**src/shared/sspc_pkg.sv**
```systemverilog
/*
  sspc_pkg: register map, field layout and format codes of the serial port
  programming interface.
  assumes: APB with 32-bit data; 12 address bits are decoded.
*/
package sspc_pkg;
  // register byte addresses
  localparam logic [11:0] ADDR_CTRL0   = 12'h000;
  localparam logic [11:0] ADDR_STATUS  = 12'h004;
  localparam logic [11:0] DATA_BASE    = 12'h020;
  // upper address bits that select the eight-word data window
  localparam logic [11:0] DATA_MASK    = 12'hfe0;
  // control register 0 fields
  localparam int WLS_LSB   = 0;
  localparam int WLS_W     = 4;
  localparam int FSS_LSB   = 4;
  localparam int FSS_W     = 2;
  localparam int EN_POS    = 7;
  localparam int RATE_LSB  = 8;
  localparam int RATE_W    = 8;
  // status register fields
  localparam int ST_TX_REQ = 0;
  localparam int ST_RX_REQ = 1;
  localparam int ST_BUSY   = 2;
  localparam int ST_TNF    = 3;
  localparam int ST_RNE    = 4;
  localparam int ST_ROR    = 5;
  localparam int ST_TXLVL  = 8;
  localparam int ST_RXLVL  = 16;
  localparam int LVL_W     = 5;
  // frame style codes
  localparam logic [1:0] FMT_SPI   = 2'h0;
  localparam logic [1:0] FMT_PULSE = 2'h1;
  localparam logic [1:0] FMT_CMD   = 2'h2;
  // command/response framing
  localparam logic [4:0] CMD_BITS  = 5'h08;
  localparam logic [4:0] RESP_GAP  = 5'h01;
  // lane width used in the fifos
  localparam int WORD_W    = 16;
  // pin slots: clock, frame, transmit data, receive data
  localparam int PIN_CLK   = 0;
  localparam int PIN_FRM   = 1;
  localparam int PIN_TXD   = 2;
  localparam int PIN_RXD   = 3;
  typedef enum logic [1:0] {SSPC_IDLE, SSPC_SYNC, SSPC_BITS} sspc_state_t;
endpackage

```
**src/design/sspc_top.sv**
```systemverilog
/*
  sspc_top: control register 0, status, data window, transmit and receive
  fifos and the serial engine of a four-pin synchronous serial port.
  assumes: ref_tick is a one-cycle pulse at the 3.6864 MHz reference rate,
  synchronous to core_clk; the gpio block supplies pin values while the port
  is disabled or asleep.
*/
// What this block does
// - eight-word data window, writes tx, reads rx
// - only low sixteen bits carry data
// - low three word-address bits ignored
// - separate independent tx and rx fifos
// - status shows requests, levels, busy, flags, overrun
// - received words right-justified, zero-filled
// - tx bits above word length ignored
// - command format sends eight-bit command
// - two-bit frame style select in 5:4
// - enable bit gates all port operation
// - reset clears enable and all other fields
// - disable aborts frame and flushes fifos
// - disabled or asleep pins follow gpio
// - serial clock divided from reference
// - drive one edge, sample the other
// - bit 6 ignores writes, reads zero
// - rate field 15:8, ref over 2(n+1)
// - enable at bit 7, 31:16 reserved
`timescale 1ns/1ps
module sspc_top #(
  parameter int DEPTH     = 16,
  parameter int TX_THRESH = 8,
  parameter int RX_THRESH = 8
) (
  input  wire logic        core_clk,
  input  wire logic        rstn,
  input  wire logic        ref_tick,
  input  wire logic        sleep_mode,
  input  wire logic        psel,
  input  wire logic        penable,
  input  wire logic        pwrite,
  input  wire logic [11:0] paddr,
  input  wire logic [31:0] pwdata,
  output logic      [31:0] prdata,
  output logic             pready,
  output logic             pslverr,
  input  wire logic [3:0]  pin_in,
  input  wire logic [3:0]  gpio_out,
  input  wire logic [3:0]  gpio_oe,
  output logic      [3:0]  pin_out,
  output logic      [3:0]  pin_oe
);
  localparam int AW = $clog2(DEPTH);
  localparam int W  = sspc_pkg::WORD_W;

  function automatic logic [AW:0] level(input logic [AW:0] wp, input logic [AW:0] rp);
    level = wp - rp;
  endfunction

  function automatic logic in_window(input logic [11:0] a);
    in_window = (a & sspc_pkg::DATA_MASK) == sspc_pkg::DATA_BASE;
  endfunction

  // reset release through two flops
  logic rst_meta;
  logic rst_n;
  always_ff @(posedge core_clk or negedge rstn) begin
    if (!rstn) begin
      rst_meta <= 1'b0;
      rst_n    <= 1'b0;
    end else begin
      rst_meta <= 1'b1;
      rst_n    <= rst_meta;
    end
  end

  // control register 0
  logic [3:0] word_length_select;
  logic [1:0] frame_style_select;
  logic       port_enable_bit;
  logic [7:0] bit_rate_divisor;
  logic       ror_flag;

  logic access;
  logic wr_go;
  logic rd_go;
  assign access = psel && penable && pready;
  assign wr_go  = access && pwrite;
  assign rd_go  = access && !pwrite;

  // the write that clears enable flushes on its own edge, so no stale level is read
  logic port_on;
  assign port_on = port_enable_bit
                   && !(wr_go && paddr == sspc_pkg::ADDR_CTRL0 && !pwdata[sspc_pkg::EN_POS]);

  always_ff @(posedge core_clk or negedge rst_n) begin
    if (!rst_n) begin
      port_enable_bit <= 1'b0;
    end else if (wr_go && paddr == sspc_pkg::ADDR_CTRL0) begin
      port_enable_bit <= pwdata[sspc_pkg::EN_POS];
    end
  end

  // other fields reset to zero only to keep simulation defined
  always_ff @(posedge core_clk or negedge rst_n) begin
    if (!rst_n) begin
      word_length_select <= 4'h0;
      frame_style_select <= 2'h0;
      bit_rate_divisor   <= 8'h00;
    end else if (wr_go && paddr == sspc_pkg::ADDR_CTRL0) begin
      word_length_select <= pwdata[sspc_pkg::WLS_LSB +: sspc_pkg::WLS_W];
      frame_style_select <= pwdata[sspc_pkg::FSS_LSB +: sspc_pkg::FSS_W];
      bit_rate_divisor   <= pwdata[sspc_pkg::RATE_LSB +: sspc_pkg::RATE_W];
    end
  end

  // fifos: separate storage and pointers, so both ends run at once
  logic [W-1:0] tx_mem [DEPTH];
  logic [W-1:0] rx_mem [DEPTH];
  logic [AW:0]  tx_wp, tx_rp, rx_wp, rx_rp;
  logic [AW:0]  tx_lvl, rx_lvl;
  logic         tx_full, tx_empty, rx_full, rx_empty;
  logic         tx_pop, rx_push;
  logic [W-1:0] rx_word;
  assign tx_lvl   = level(tx_wp, tx_rp);
  assign rx_lvl   = level(rx_wp, rx_rp);
  assign tx_full  = tx_lvl == (AW+1)'(DEPTH);
  assign rx_full  = rx_lvl == (AW+1)'(DEPTH);
  assign tx_empty = tx_lvl == '0;
  assign rx_empty = rx_lvl == '0;

  logic tx_push;
  logic rx_pop;
  assign tx_push = wr_go && in_window(paddr) && !tx_full;
  assign rx_pop  = rd_go && in_window(paddr) && !rx_empty;

  always_ff @(posedge core_clk) begin
    if (tx_push) begin
      tx_mem[tx_wp[AW-1:0]] <= pwdata[W-1:0];
    end
    if (rx_push && !rx_full) begin
      rx_mem[rx_wp[AW-1:0]] <= rx_word;
    end
  end

  always_ff @(posedge core_clk or negedge rst_n) begin
    if (!rst_n) begin
      tx_wp <= '0;
      tx_rp <= '0;
    end else if (!port_on) begin
      tx_wp <= '0;
      tx_rp <= '0;
    end else begin
      if (tx_push) begin
        tx_wp <= tx_wp + 1'b1;
      end
      if (tx_pop) begin
        tx_rp <= tx_rp + 1'b1;
      end
    end
  end

  always_ff @(posedge core_clk or negedge rst_n) begin
    if (!rst_n) begin
      rx_wp <= '0;
      rx_rp <= '0;
    end else if (!port_on) begin
      rx_wp <= '0;
      rx_rp <= '0;
    end else begin
      if (rx_push && !rx_full) begin
        rx_wp <= rx_wp + 1'b1;
      end
      if (rx_pop) begin
        rx_rp <= rx_rp + 1'b1;
      end
    end
  end

  // bit-rate divider: one half period per (divisor+1) reference ticks
  logic [7:0] rate_cnt;
  logic       half_tick;
  assign half_tick = ref_tick && rate_cnt == bit_rate_divisor;
  always_ff @(posedge core_clk or negedge rst_n) begin
    if (!rst_n) begin
      rate_cnt <= 8'h00;
    end else if (!port_enable_bit) begin
      rate_cnt <= 8'h00;
    end else if (half_tick) begin
      rate_cnt <= 8'h00;
    end else if (ref_tick) begin
      rate_cnt <= rate_cnt + 8'h01;
    end
  end

  // serial engine
  sspc_pkg::sspc_state_t state;
  logic         half;
  logic [4:0]   bitn;
  logic [W-1:0] tx_sh;
  logic [W-1:0] rx_sh;
  logic [4:0]   wl;
  logic [4:0]   last_bit;
  logic         cmd_fmt;
  logic         pulse_fmt;
  logic         sample_ok;
  logic         frame_end;
  logic         start;
  logic [W-1:0] tx_head;
  logic [W-1:0] tx_load;
  assign wl        = {1'b0, word_length_select} + 5'h01;
  assign cmd_fmt   = frame_style_select == sspc_pkg::FMT_CMD;
  assign pulse_fmt = frame_style_select == sspc_pkg::FMT_PULSE;
  assign last_bit  = cmd_fmt ? sspc_pkg::CMD_BITS + sspc_pkg::RESP_GAP + wl - 5'h01
                             : wl - 5'h01;
  assign sample_ok = !cmd_fmt || bitn >= sspc_pkg::CMD_BITS + sspc_pkg::RESP_GAP;
  assign frame_end = state == sspc_pkg::SSPC_BITS && half_tick && half && bitn == last_bit;
  assign start     = half_tick && !tx_empty
                     && (state == sspc_pkg::SSPC_IDLE || frame_end);
  assign tx_pop    = start;
  assign tx_head   = tx_mem[tx_rp[AW-1:0]];
  // left-align so the msb leaves first; bits above the length fall off
  assign tx_load   = cmd_fmt ? {tx_head[7:0], 8'h00}
                             : tx_head << (5'd16 - wl);
  assign rx_push   = frame_end;
  assign rx_word   = rx_sh;

  always_ff @(posedge core_clk or negedge rst_n) begin
    if (!rst_n) begin
      state <= sspc_pkg::SSPC_IDLE;
      half  <= 1'b0;
      bitn  <= 5'h00;
      tx_sh <= '0;
      rx_sh <= '0;
    end else if (!port_enable_bit) begin
      state <= sspc_pkg::SSPC_IDLE;
      half  <= 1'b0;
      bitn  <= 5'h00;
      tx_sh <= '0;
    end else if (start) begin
      state <= pulse_fmt ? sspc_pkg::SSPC_SYNC : sspc_pkg::SSPC_BITS;
      half  <= 1'b0;
      bitn  <= 5'h00;
      tx_sh <= tx_load;
      rx_sh <= '0;
    end else if (half_tick) begin
      case (state)
        sspc_pkg::SSPC_IDLE: begin
          half <= 1'b0;
        end
        sspc_pkg::SSPC_SYNC: begin
          half <= !half;
          if (half) begin
            state <= sspc_pkg::SSPC_BITS;
          end
        end
        sspc_pkg::SSPC_BITS: begin
          half <= !half;
          if (!half && sample_ok) begin
            rx_sh <= {rx_sh[W-2:0], pin_in[sspc_pkg::PIN_RXD]};
          end
          if (half) begin
            tx_sh <= {tx_sh[W-2:0], 1'b0};
            bitn  <= bitn + 5'h01;
            if (bitn == last_bit) begin
              state <= sspc_pkg::SSPC_IDLE;
            end
          end
        end
        default: begin
          state <= sspc_pkg::SSPC_IDLE;
        end
      endcase
    end
  end

  // receive overrun: sticky, write one to clear, a new event wins
  always_ff @(posedge core_clk or negedge rst_n) begin
    if (!rst_n) begin
      ror_flag <= 1'b0;
    end else if (rx_push && rx_full) begin
      ror_flag <= 1'b1;
    end else if (wr_go && paddr == sspc_pkg::ADDR_STATUS && pwdata[sspc_pkg::ST_ROR]) begin
      ror_flag <= 1'b0;
    end
  end

  // pins: engine while enabled and awake, otherwise the gpio block
  logic       serial_clk;
  logic       serial_frm;
  logic       use_gpio;
  assign use_gpio   = !port_enable_bit || sleep_mode;
  // pulse style: clock high in the lead half, drive on rise, sample on fall
  assign serial_clk = state == sspc_pkg::SSPC_BITS && (pulse_fmt ? !half : half);
  assign serial_frm = pulse_fmt ? state == sspc_pkg::SSPC_SYNC
                                : state == sspc_pkg::SSPC_IDLE;

  always_ff @(posedge core_clk or negedge rst_n) begin
    if (!rst_n) begin
      pin_out <= 4'h0;
      pin_oe  <= 4'h0;
    end else if (use_gpio) begin
      pin_out <= gpio_out;
      pin_oe  <= gpio_oe;
    end else begin
      pin_out[sspc_pkg::PIN_CLK] <= serial_clk;
      pin_out[sspc_pkg::PIN_FRM] <= serial_frm;
      // txd holds its last bit through idle
      pin_out[sspc_pkg::PIN_TXD] <= (state == sspc_pkg::SSPC_IDLE)
                                    ? pin_out[sspc_pkg::PIN_TXD] : tx_sh[W-1];
      pin_out[sspc_pkg::PIN_RXD] <= 1'b0;
      pin_oe <= 4'h7;
    end
  end

  // apb slave: data prepared in setup, answered in the first access cycle
  logic [31:0] next_rdata;
  logic        next_err;
  always_comb begin
    next_rdata = 32'h0000_0000;
    next_err   = 1'b0;
    if (paddr == sspc_pkg::ADDR_CTRL0) begin
      next_rdata[sspc_pkg::WLS_LSB +: sspc_pkg::WLS_W]   = word_length_select;
      next_rdata[sspc_pkg::FSS_LSB +: sspc_pkg::FSS_W]   = frame_style_select;
      next_rdata[sspc_pkg::EN_POS]                       = port_enable_bit;
      next_rdata[sspc_pkg::RATE_LSB +: sspc_pkg::RATE_W] = bit_rate_divisor;
    end else if (paddr == sspc_pkg::ADDR_STATUS) begin
      next_rdata[sspc_pkg::ST_TX_REQ] = port_enable_bit && tx_lvl <= (AW+1)'(TX_THRESH);
      next_rdata[sspc_pkg::ST_RX_REQ] = port_enable_bit && rx_lvl >= (AW+1)'(RX_THRESH);
      next_rdata[sspc_pkg::ST_BUSY]   = state != sspc_pkg::SSPC_IDLE || !tx_empty;
      next_rdata[sspc_pkg::ST_TNF]    = !tx_full;
      next_rdata[sspc_pkg::ST_RNE]    = !rx_empty;
      next_rdata[sspc_pkg::ST_ROR]    = ror_flag;
      next_rdata[sspc_pkg::ST_TXLVL +: sspc_pkg::LVL_W] = sspc_pkg::LVL_W'(tx_lvl);
      next_rdata[sspc_pkg::ST_RXLVL +: sspc_pkg::LVL_W] = sspc_pkg::LVL_W'(rx_lvl);
    end else if (in_window(paddr)) begin
      // empty fifo reads as zero; upper half always zero
      next_rdata[W-1:0] = rx_empty ? '0 : rx_mem[rx_rp[AW-1:0]];
    end else begin
      next_err = 1'b1;
    end
  end

  always_ff @(posedge core_clk or negedge rst_n) begin
    if (!rst_n) begin
      pready  <= 1'b0;
      pslverr <= 1'b0;
      prdata  <= 32'h0000_0000;
    end else begin
      pready  <= psel && !penable;
      pslverr <= psel && !penable && next_err;
      if (psel && !penable && !pwrite) begin
        prdata <= next_rdata;
      end
    end
  end
endmodule // sspc_top

```
**config.mk**
```make
export PLATFORM = sky130hd
export DESIGN_NAME = sspc_top
export DESIGN_NICKNAME = d
export VERILOG_FILES = /design/src/shared/sspc_pkg.sv /design/src/design/sspc_top.sv
export SDC_FILE = /design/constraint.sdc
export NUM_CORES = 1
export LEC_CHECK = 0
export BUFFER_PORTS_ARGS = -buffer_cell sky130_fd_sc_hd__buf_2
export CORE_MARGIN = 5
export CORE_UTILIZATION = 50
export DETAILED_ROUTE_END_ITERATION = 7
export PLACE_DENSITY_LB_ADDON = 0.05
export SLEW_MARGIN = 30
export SYNTH_ARGS = -nofsm -noshare
export SYNTH_HDL_FRONTEND = slang
export SYNTH_SLANG_ARGS = --single-unit
```
**constraint.sdc**
```tcl
create_clock -name core_clk -period 4.4 [get_ports core_clk]
set_input_delay 0.44 -clock core_clk [delete_from_list [all_inputs] [get_ports core_clk]]
set_output_delay 0.44 -clock core_clk [all_outputs]
set_load 0.03 [all_outputs]
```
# Word level (Yosys, flattened, before mapping)
# Memories as Yosys holds them, arrays and structs flattened.
# Cells that the tools add are included.
totals:
  input_bits: 63
  mem_count: 2
  wordCells: 187
  out_inout_bits: 42
  mem_bits_rw: 512
  register_bits: 117
mem_list:
  columns: ["memory", "depth", "width", "rd", "rd_ports_with_merged_regs", "write_ports", "line", "rtl"]
  rows:
  - ["rx_mem", 16, 16, 1, 0, 1, "sspc_top.sv:117", "logic [W-1:0] rx_mem [DEPTH];"]
  - ["tx_mem", 16, 16, 1, 0, 1, "sspc_top.sv:116", "logic [W-1:0] tx_mem [DEPTH];"]
classes:
  addsub: 13
  n_reduce_logical: 57
  n_eq_ne: 24
  mux: 64
  shifts: 1
  order_cmp: 3
op_table:
  columns: ["operator", "count"]
  rows:
  - ["16-bit two-way mux", 12]
  - ["5-bit two-way mux", 17]
  - ["1-bit logical AND", 28]
  - ["5-bit by 1-bit adder with 5-bit output, second input constant", 5]
  - ["8-bit two-way mux", 3]
  - ["1-bit two-way mux", 16]
  - ["2-bit two-way mux", 8]
  - ["16-bit by 5-bit << shifter with 16-bit output", 1]
  - ["12-bit by 3-bit == test with 1-bit output, second input constant", 1]
  - ["12-bit zero test", 1]
  - ["6-bit two-way mux", 2]
  - ["4-bit != test, second input constant", 3]
  - ["1-bit zero test", 11]
  - ["5-bit == test, second input constant", 2]
  - ["5-bit by 4-bit greater-or-equal comparator with 1-bit output, second input constant", 2]
  - ["5-bit zero test", 2]
  - ["2-bit nonzero test", 5]
  - ["5-bit by 1-bit subtractor with 5-bit output, second input constant", 2]
  - ["5-bit subtractor", 2]
  - ["9-bit two-way mux", 1]
  - ["3-bit by 1-bit != test with 1-bit output, second input constant", 3]
  - ["8-bit by 1-bit adder with 8-bit output, second input constant", 1]
  - ["8-bit == test", 1]
  - ["4-bit two-way mux", 2]
  - ["23 further kinds", 31]

# Longest topological paths before layout
depth:
  ltp_word: 11
  depth_mapped: 14
  mapped_depth_nobuf: 12

# Least setup slack after synthesis
# No wires, ideal clock.
synth_timing:
  path_type: "reg2reg"
  start: "register rx_rp[1]"
  end: "memory rx_mem[11][0] (netlist bit), enable pin"
  path_stages_with_launch: 13
  slack_ns: -0.053
  arrival_ns: 4.043
  cell_sequence: "dfrtp_1 -> clkbuf_1 -> buf_1 -> inv_1 -> fa_1 -> a21o_1 -> a21oi_1 -> xnor2_1 -> and4b_1 -> nor4_2 -> buf_2 -> nand2_1 -> nor3_1"
synth_via:
  elab_chain_cells: 6
synth_lines:
  columns: ["element", "line", "rtl"]
  rows:
  - ["start: declaration", "sspc_top.sv:118", "logic [AW:0] tx_wp, tx_rp, rx_wp, rx_rp;"]
  - ["start signal: assignment", "sspc_top.sv:173", "rx_rp <= rx_rp + 1'b1;"]
  - ["5-bit subtractor", "sspc_top.sv:55", "level = wp - rp;"]
  - ["5-bit == test", "sspc_top.sv:126", "assign rx_full = rx_lvl == (AW+1)'(DEPTH);"]
  - ["1-bit zero test", "sspc_top.sv:139", "if (rx_push && !rx_full) begin"]
  - ["1-bit logical AND", "sspc_top.sv:139", null]
  - ["1-bit two-way mux", "sspc_top.sv:139", null]
  - ["1-bit two-way mux (implied by the code)", "sspc_top.sv:140", "rx_mem[rx_wp[AW-1:0]] <= rx_word;"]
  - ["end: declaration", "sspc_top.sv:117", null]
# No other way between the ends.

# Worst setup path in the final report
layout_timing:
  start: "register word_length_select[0]"
  end: "memory rx_mem[15][8] (netlist bit), enable pin"
layout_via:
  elab_chain_cells: 9
  word_cells_on_any_way: 10
  classes_between: "4 x add/sub; 1 x eq/ne; 3 x mux; 2 x reduce/logical"
layout_lines:
  columns: ["element", "line", "rtl"]
  rows:
  - ["start: declaration", "sspc_top.sv:76", "logic [3:0] word_length_select;"]
  - ["start signal: assignment", "sspc_top.sv:109", "word_length_select <= pwdata[sspc_pkg::WLS_LSB +: sspc_pkg::WLS_W];"]
  - ["4-bit by 1-bit adder with 5-bit output (*)", "sspc_top.sv:209", "assign wl = {1'b0, word_length_select} + 5'h01;"]
  - ["4-bit by 5-bit adder with 5-bit output", "sspc_top.sv:212", "assign last_bit = cmd_fmt ? sspc_pkg::CMD_BITS + sspc_pkg::RESP_GAP + wl - 5'h01"]
  - ["5-bit by 1-bit subtractor with 5-bit output", "sspc_top.sv:212", null]
  - ["5-bit two-way mux (*)", "sspc_top.sv:212", null]
  - ["5-bit == test (*)", "sspc_top.sv:215", "assign frame_end = state == sspc_pkg::SSPC_BITS && half_tick && half && bitn == last_bit;"]
  - ["1-bit logical AND (*)", "sspc_top.sv:215", null]
  - ["1-bit logical AND (*)", "sspc_top.sv:139", null]
  - ["1-bit two-way mux (*)", "sspc_top.sv:139", null]
  - ["1-bit two-way mux (implied by the code) (*)", "sspc_top.sv:140", null]
# Every way passes the cells marked *; elsewhere a longest branch is shown, timed or not.

==> results.md <==
- Outcome: complete, no violations
- Sw frac: 24.08%
- Sequential share of power: 53.5%
- Slack of the critical path: 0.2746 ns
- Reg2reg end: rx_mem[15][8]
- Root Driver: clkbuf_16
- CP required: 4.65 ns
- Final min period: 4.125 ns
- Power share of the combinational group: 7.0%
- Max-slew headroom: 38.30%
- Hold Path Class: input port to flip-flop
- Row count: 85
- Max Cap Viol: 0
- Final max-slew violation count: 0
- Clk_lat worst skew: 0.60 ns
- Die W: 243.2 um
- RSZ-0062 raised after global routing: false
- Share of layout cells above drive strength 1: 25.72%
- Maximum vdd drop: 0.0003257 V
- Reg2Reg Depth: 12
- Final setup viols: 0
- Initial antenna violation count: 1
- Die footprint: 59160 um2
- GR Overflow Total: 0
- Power Internal: 10.60 mW
- Reg2reg start: word_length_select[0]
- Critical path capture point type: flip-flop
- Most frequent cells in the layout: edfxtp_1 (512), mux4_2 (136), dfrtp_1 (112)
- Via count: 15260
- Cell Area, Synth: 27200 um2
- Vias in the first global route: 15640
- Hold endpoint: pin_oe[2]
- DRC viols: 0
- Overall Global Routing Usage: 22.37%
- Crit path kind: flip-flop to flip-flop
- Largest net degree at the start of global routing: 80
- H-tree depth: 3
- Crit path launch: word_length_select[0]
- Fmax: 242.4 MHz
- Crit-path max FO: 16
- Setup Skew: 0.02138 ns
- Setup TNS: 0 ns
- Hold_sp: gpio_oe[2]
- Routed Antenna Nets: 0
- Via density: 5.989
- Dpl hpwl: 42270 um
- Clock power share: 39.5%
- Post-synth EDFFs: 512
- Final Hold Viols: 0
- Clock sink total: 629
- Dominant synthesized flop cell: edfxtp_1
- Post-synth ARST share: 18.60%
- Switching Power: 3.363 mW
- CTS tree: built
- Global-route wire length before repair: 100200 um
- Initial Utilization: 50.54%
- Worst Path Arrival: 4.38 ns
- Slowest stage cell on the critical path: nor4_4
- Die height: 243.2 um
- Average wire per standard cell: 25.95 um
- Max Buffers Root-to-Sink: 3
- Area Growth Syn to Fin: 13.43%
- Post-CTS setup buffer count: 0
- Syn Inst Count: 1670
- Dpl ws: 0.1971 ns
- CP cell instances: buf_4 -> ha_1 -> nor2b_1 -> or3_4 -> a211oi_4 -> o2111ai_2 -> and3_1 -> nor4_4 -> buf_4 -> nand2_1 -> nor2_2 -> buf_4
- Yosys top cell by area: edfxtp_1
- Number of buffers created by CTS: 68
- IO Port Bufs: 74
- Hold depth: 2
- Final nets: 1890
- Routed wire length: 66120 um
- DR pass1 iterations: 6
- Synth warn: 0
- Leakage: 10.70 nW
- Top-area cell type share of the netlist area: 56.53%
- Ranking of synthesized cells by area: edfxtp_1 (57%), mux4_2 (11%), dfrtp_1 (11%)
- CORE AREA: 53810 um2
- Initial DRC Count: 1303
- Final Cycle Share: 93.76%
- Clock-pin slew on the worst setup and hold paths: 0.05 ns
- Max incr delay on CP: 0.43 ns
- Startpoint types: flip-flop
- Crit path top cell by count: buf_4
- Avg Inst Size Synth: 16.29 um2
- Ports: 105
- Worst-Margin Slew: 0.9220 ns
- Power Dens Cells: 452.7 nW/um2
- Commonest non-fill, non-tap cell in the layout: edfxtp_1
- Number of distinct library cells after synthesis: 86
- Final GP Congestion: 0.8847
- #FFs+latches synth: 629
- Sequential area share after synthesis: 67.30%
- Reg2reg setup slack: 0.27 ns
## metrics by stage
stage / util [%] / power (mW) / hold WS [ns] / area, um2 / cells
6_report: 57.33 / 13.97 / 0.04322 / 30850 / 2548
5_1_grt: 57.32 / 14.51 / 0.03461 / 30850 / 2547
3_3_place_gp: 53.23 / 8.511 / 0.2247 / 28640 / 2423
2_1_floorplan: - / 8.098 / 0.1444 / 27230 / 1680
4_1_cts: 57.25 / 14.11 / 0.01068 / 30810 / 2546
3_5_place_dp: 53.23 / 8.569 / 0.2290 / 28650 / 2423
## power by group through the flow
stage	Clock, mW	Sequential (mW)	Combinational (mW)
3_3_place_gp	0	7.57	0.936
3_5_place_dp	0	7.61	0.955
6_report	5.52	7.47	0.972
4_1_cts	5.65	7.49	0.963
5_1_grt	5.90	7.54	1.08
2_1_floorplan	0	7.40	0.699
## sequential cells by signal, summed over array words and instances, names as in the netlist, 2 cells and up
register and cells:
bit_rate_divisor 8, bitn 5, frame_style_select 2, pin_oe 4, pin_out 4, prdata 21
rate_cnt 8, rx_mem 256, rx_rp 5, rx_sh 16, rx_wp 5, state 2
tx_mem 256, tx_rp 5, tx_sh 16, tx_wp 5, word_length_select 4
## cell type report
| class | instances | area [um2] |
|---|---|---|
| Clock buffer | 87 | 1815 |
| Fill cell | 4254 | 22960 |
| Inverter | 38 | 142.6 |
| Antenna cell | 1 | 2.502 |
| Clock inverter | 35 | 334.1 |
| Multi-Input combinational cell | 913 | 8384 |
| Timing Repair Buffer | 149 | 984.7 |
| Tap cell | 696 | 870.8 |
| Sequential cell | 629 | 18320 |
## per-layer routing
metal | up-vias | part of all wire, % | track usage [%]
li1 | 6822 | - | -
met1 | 7938 | 42 | 30.38
met2 | 405 | 51 | 37.96
met3 | 95 | 4.9 | 4.015
met4 | 0 | 2.2 | 5.574
met5 | - | 0 | 0
## how the worst max path moves through the flow
stage,end,depth (start not counted)
6_report,rx_mem[15][8],12
5_1_grt,rx_mem[2][8],11
4_1_cts,rx_mem[15][8],11
3_5_place_dp,rx_mem[15][15],11
3_3_place_gp,rx_mem[15][7],12
2_1_floorplan,rx_mem[11][0],12
## logic make-up after synthesis
group / Yosys count / share of synthesized area (%)
AO/OA/AOI/OAI: 232 / 6.211
XOR/XNOR: 47 / 1.564
adder cells (fa/ha/maj): 28 / 1.343
buffers and inverters: 138 / 2.443
flip-flops: 629 / 67.30
multiplexers: 212 / 14.28
other: 2 / 0.02761
AND/OR/NAND/NOR: 382 / 6.841
## synthesized netlist by cell type (4+ instances only)
master	instances
buf_1	14
dfrtp_1	117
and3_1	16
o2111ai_1	4
nand4_1	12
buf_2	14
nor2b_1	15
nor3b_1	10
a31oi_1	6
o22ai_1	19
mux2i_1	35
a221oi_1	7
nand2_1	111
and2_1	9
o211ai_1	10
xnor2_1	28
buf_4	16
inv_1	35
mux4_2	136
o21ai_0	46
nand3b_1	4
nor2_1	102
clkbuf_1	48
a22oi_1	23
a21oi_1	36
edfxtp_1	512
or2_2	5
ha_1	26
nor4_1	8
a41oi_1	5
o31ai_1	9
xor2_1	18
a32oi_1	4
nand2b_1	15
mux2_2	39
or3_1	9
a211oi_1	12
nand3_1	22
nor3_1	28
buf_6	7
## timing repair
item                                   in CTS  in global routing
hold buffers                                1                  0
endpoints found under the hold margin       2                  0
gates resized for setup                     0                  2
setup endpoints to repair                   0                208
## critical path, delay by kind of cell, from the launching register on
family | cells | cell delay [ns]
AO/OA/AOI/OAI | 2 | 0.59
flip-flops | 1 | 0.41
buffers and inverters | 3 | 0.79
adder cells (fa/ha/maj) | 1 | 0.39
AND/OR/NAND/NOR | 6 | 1.60
(Power assumes the default switching activity.)
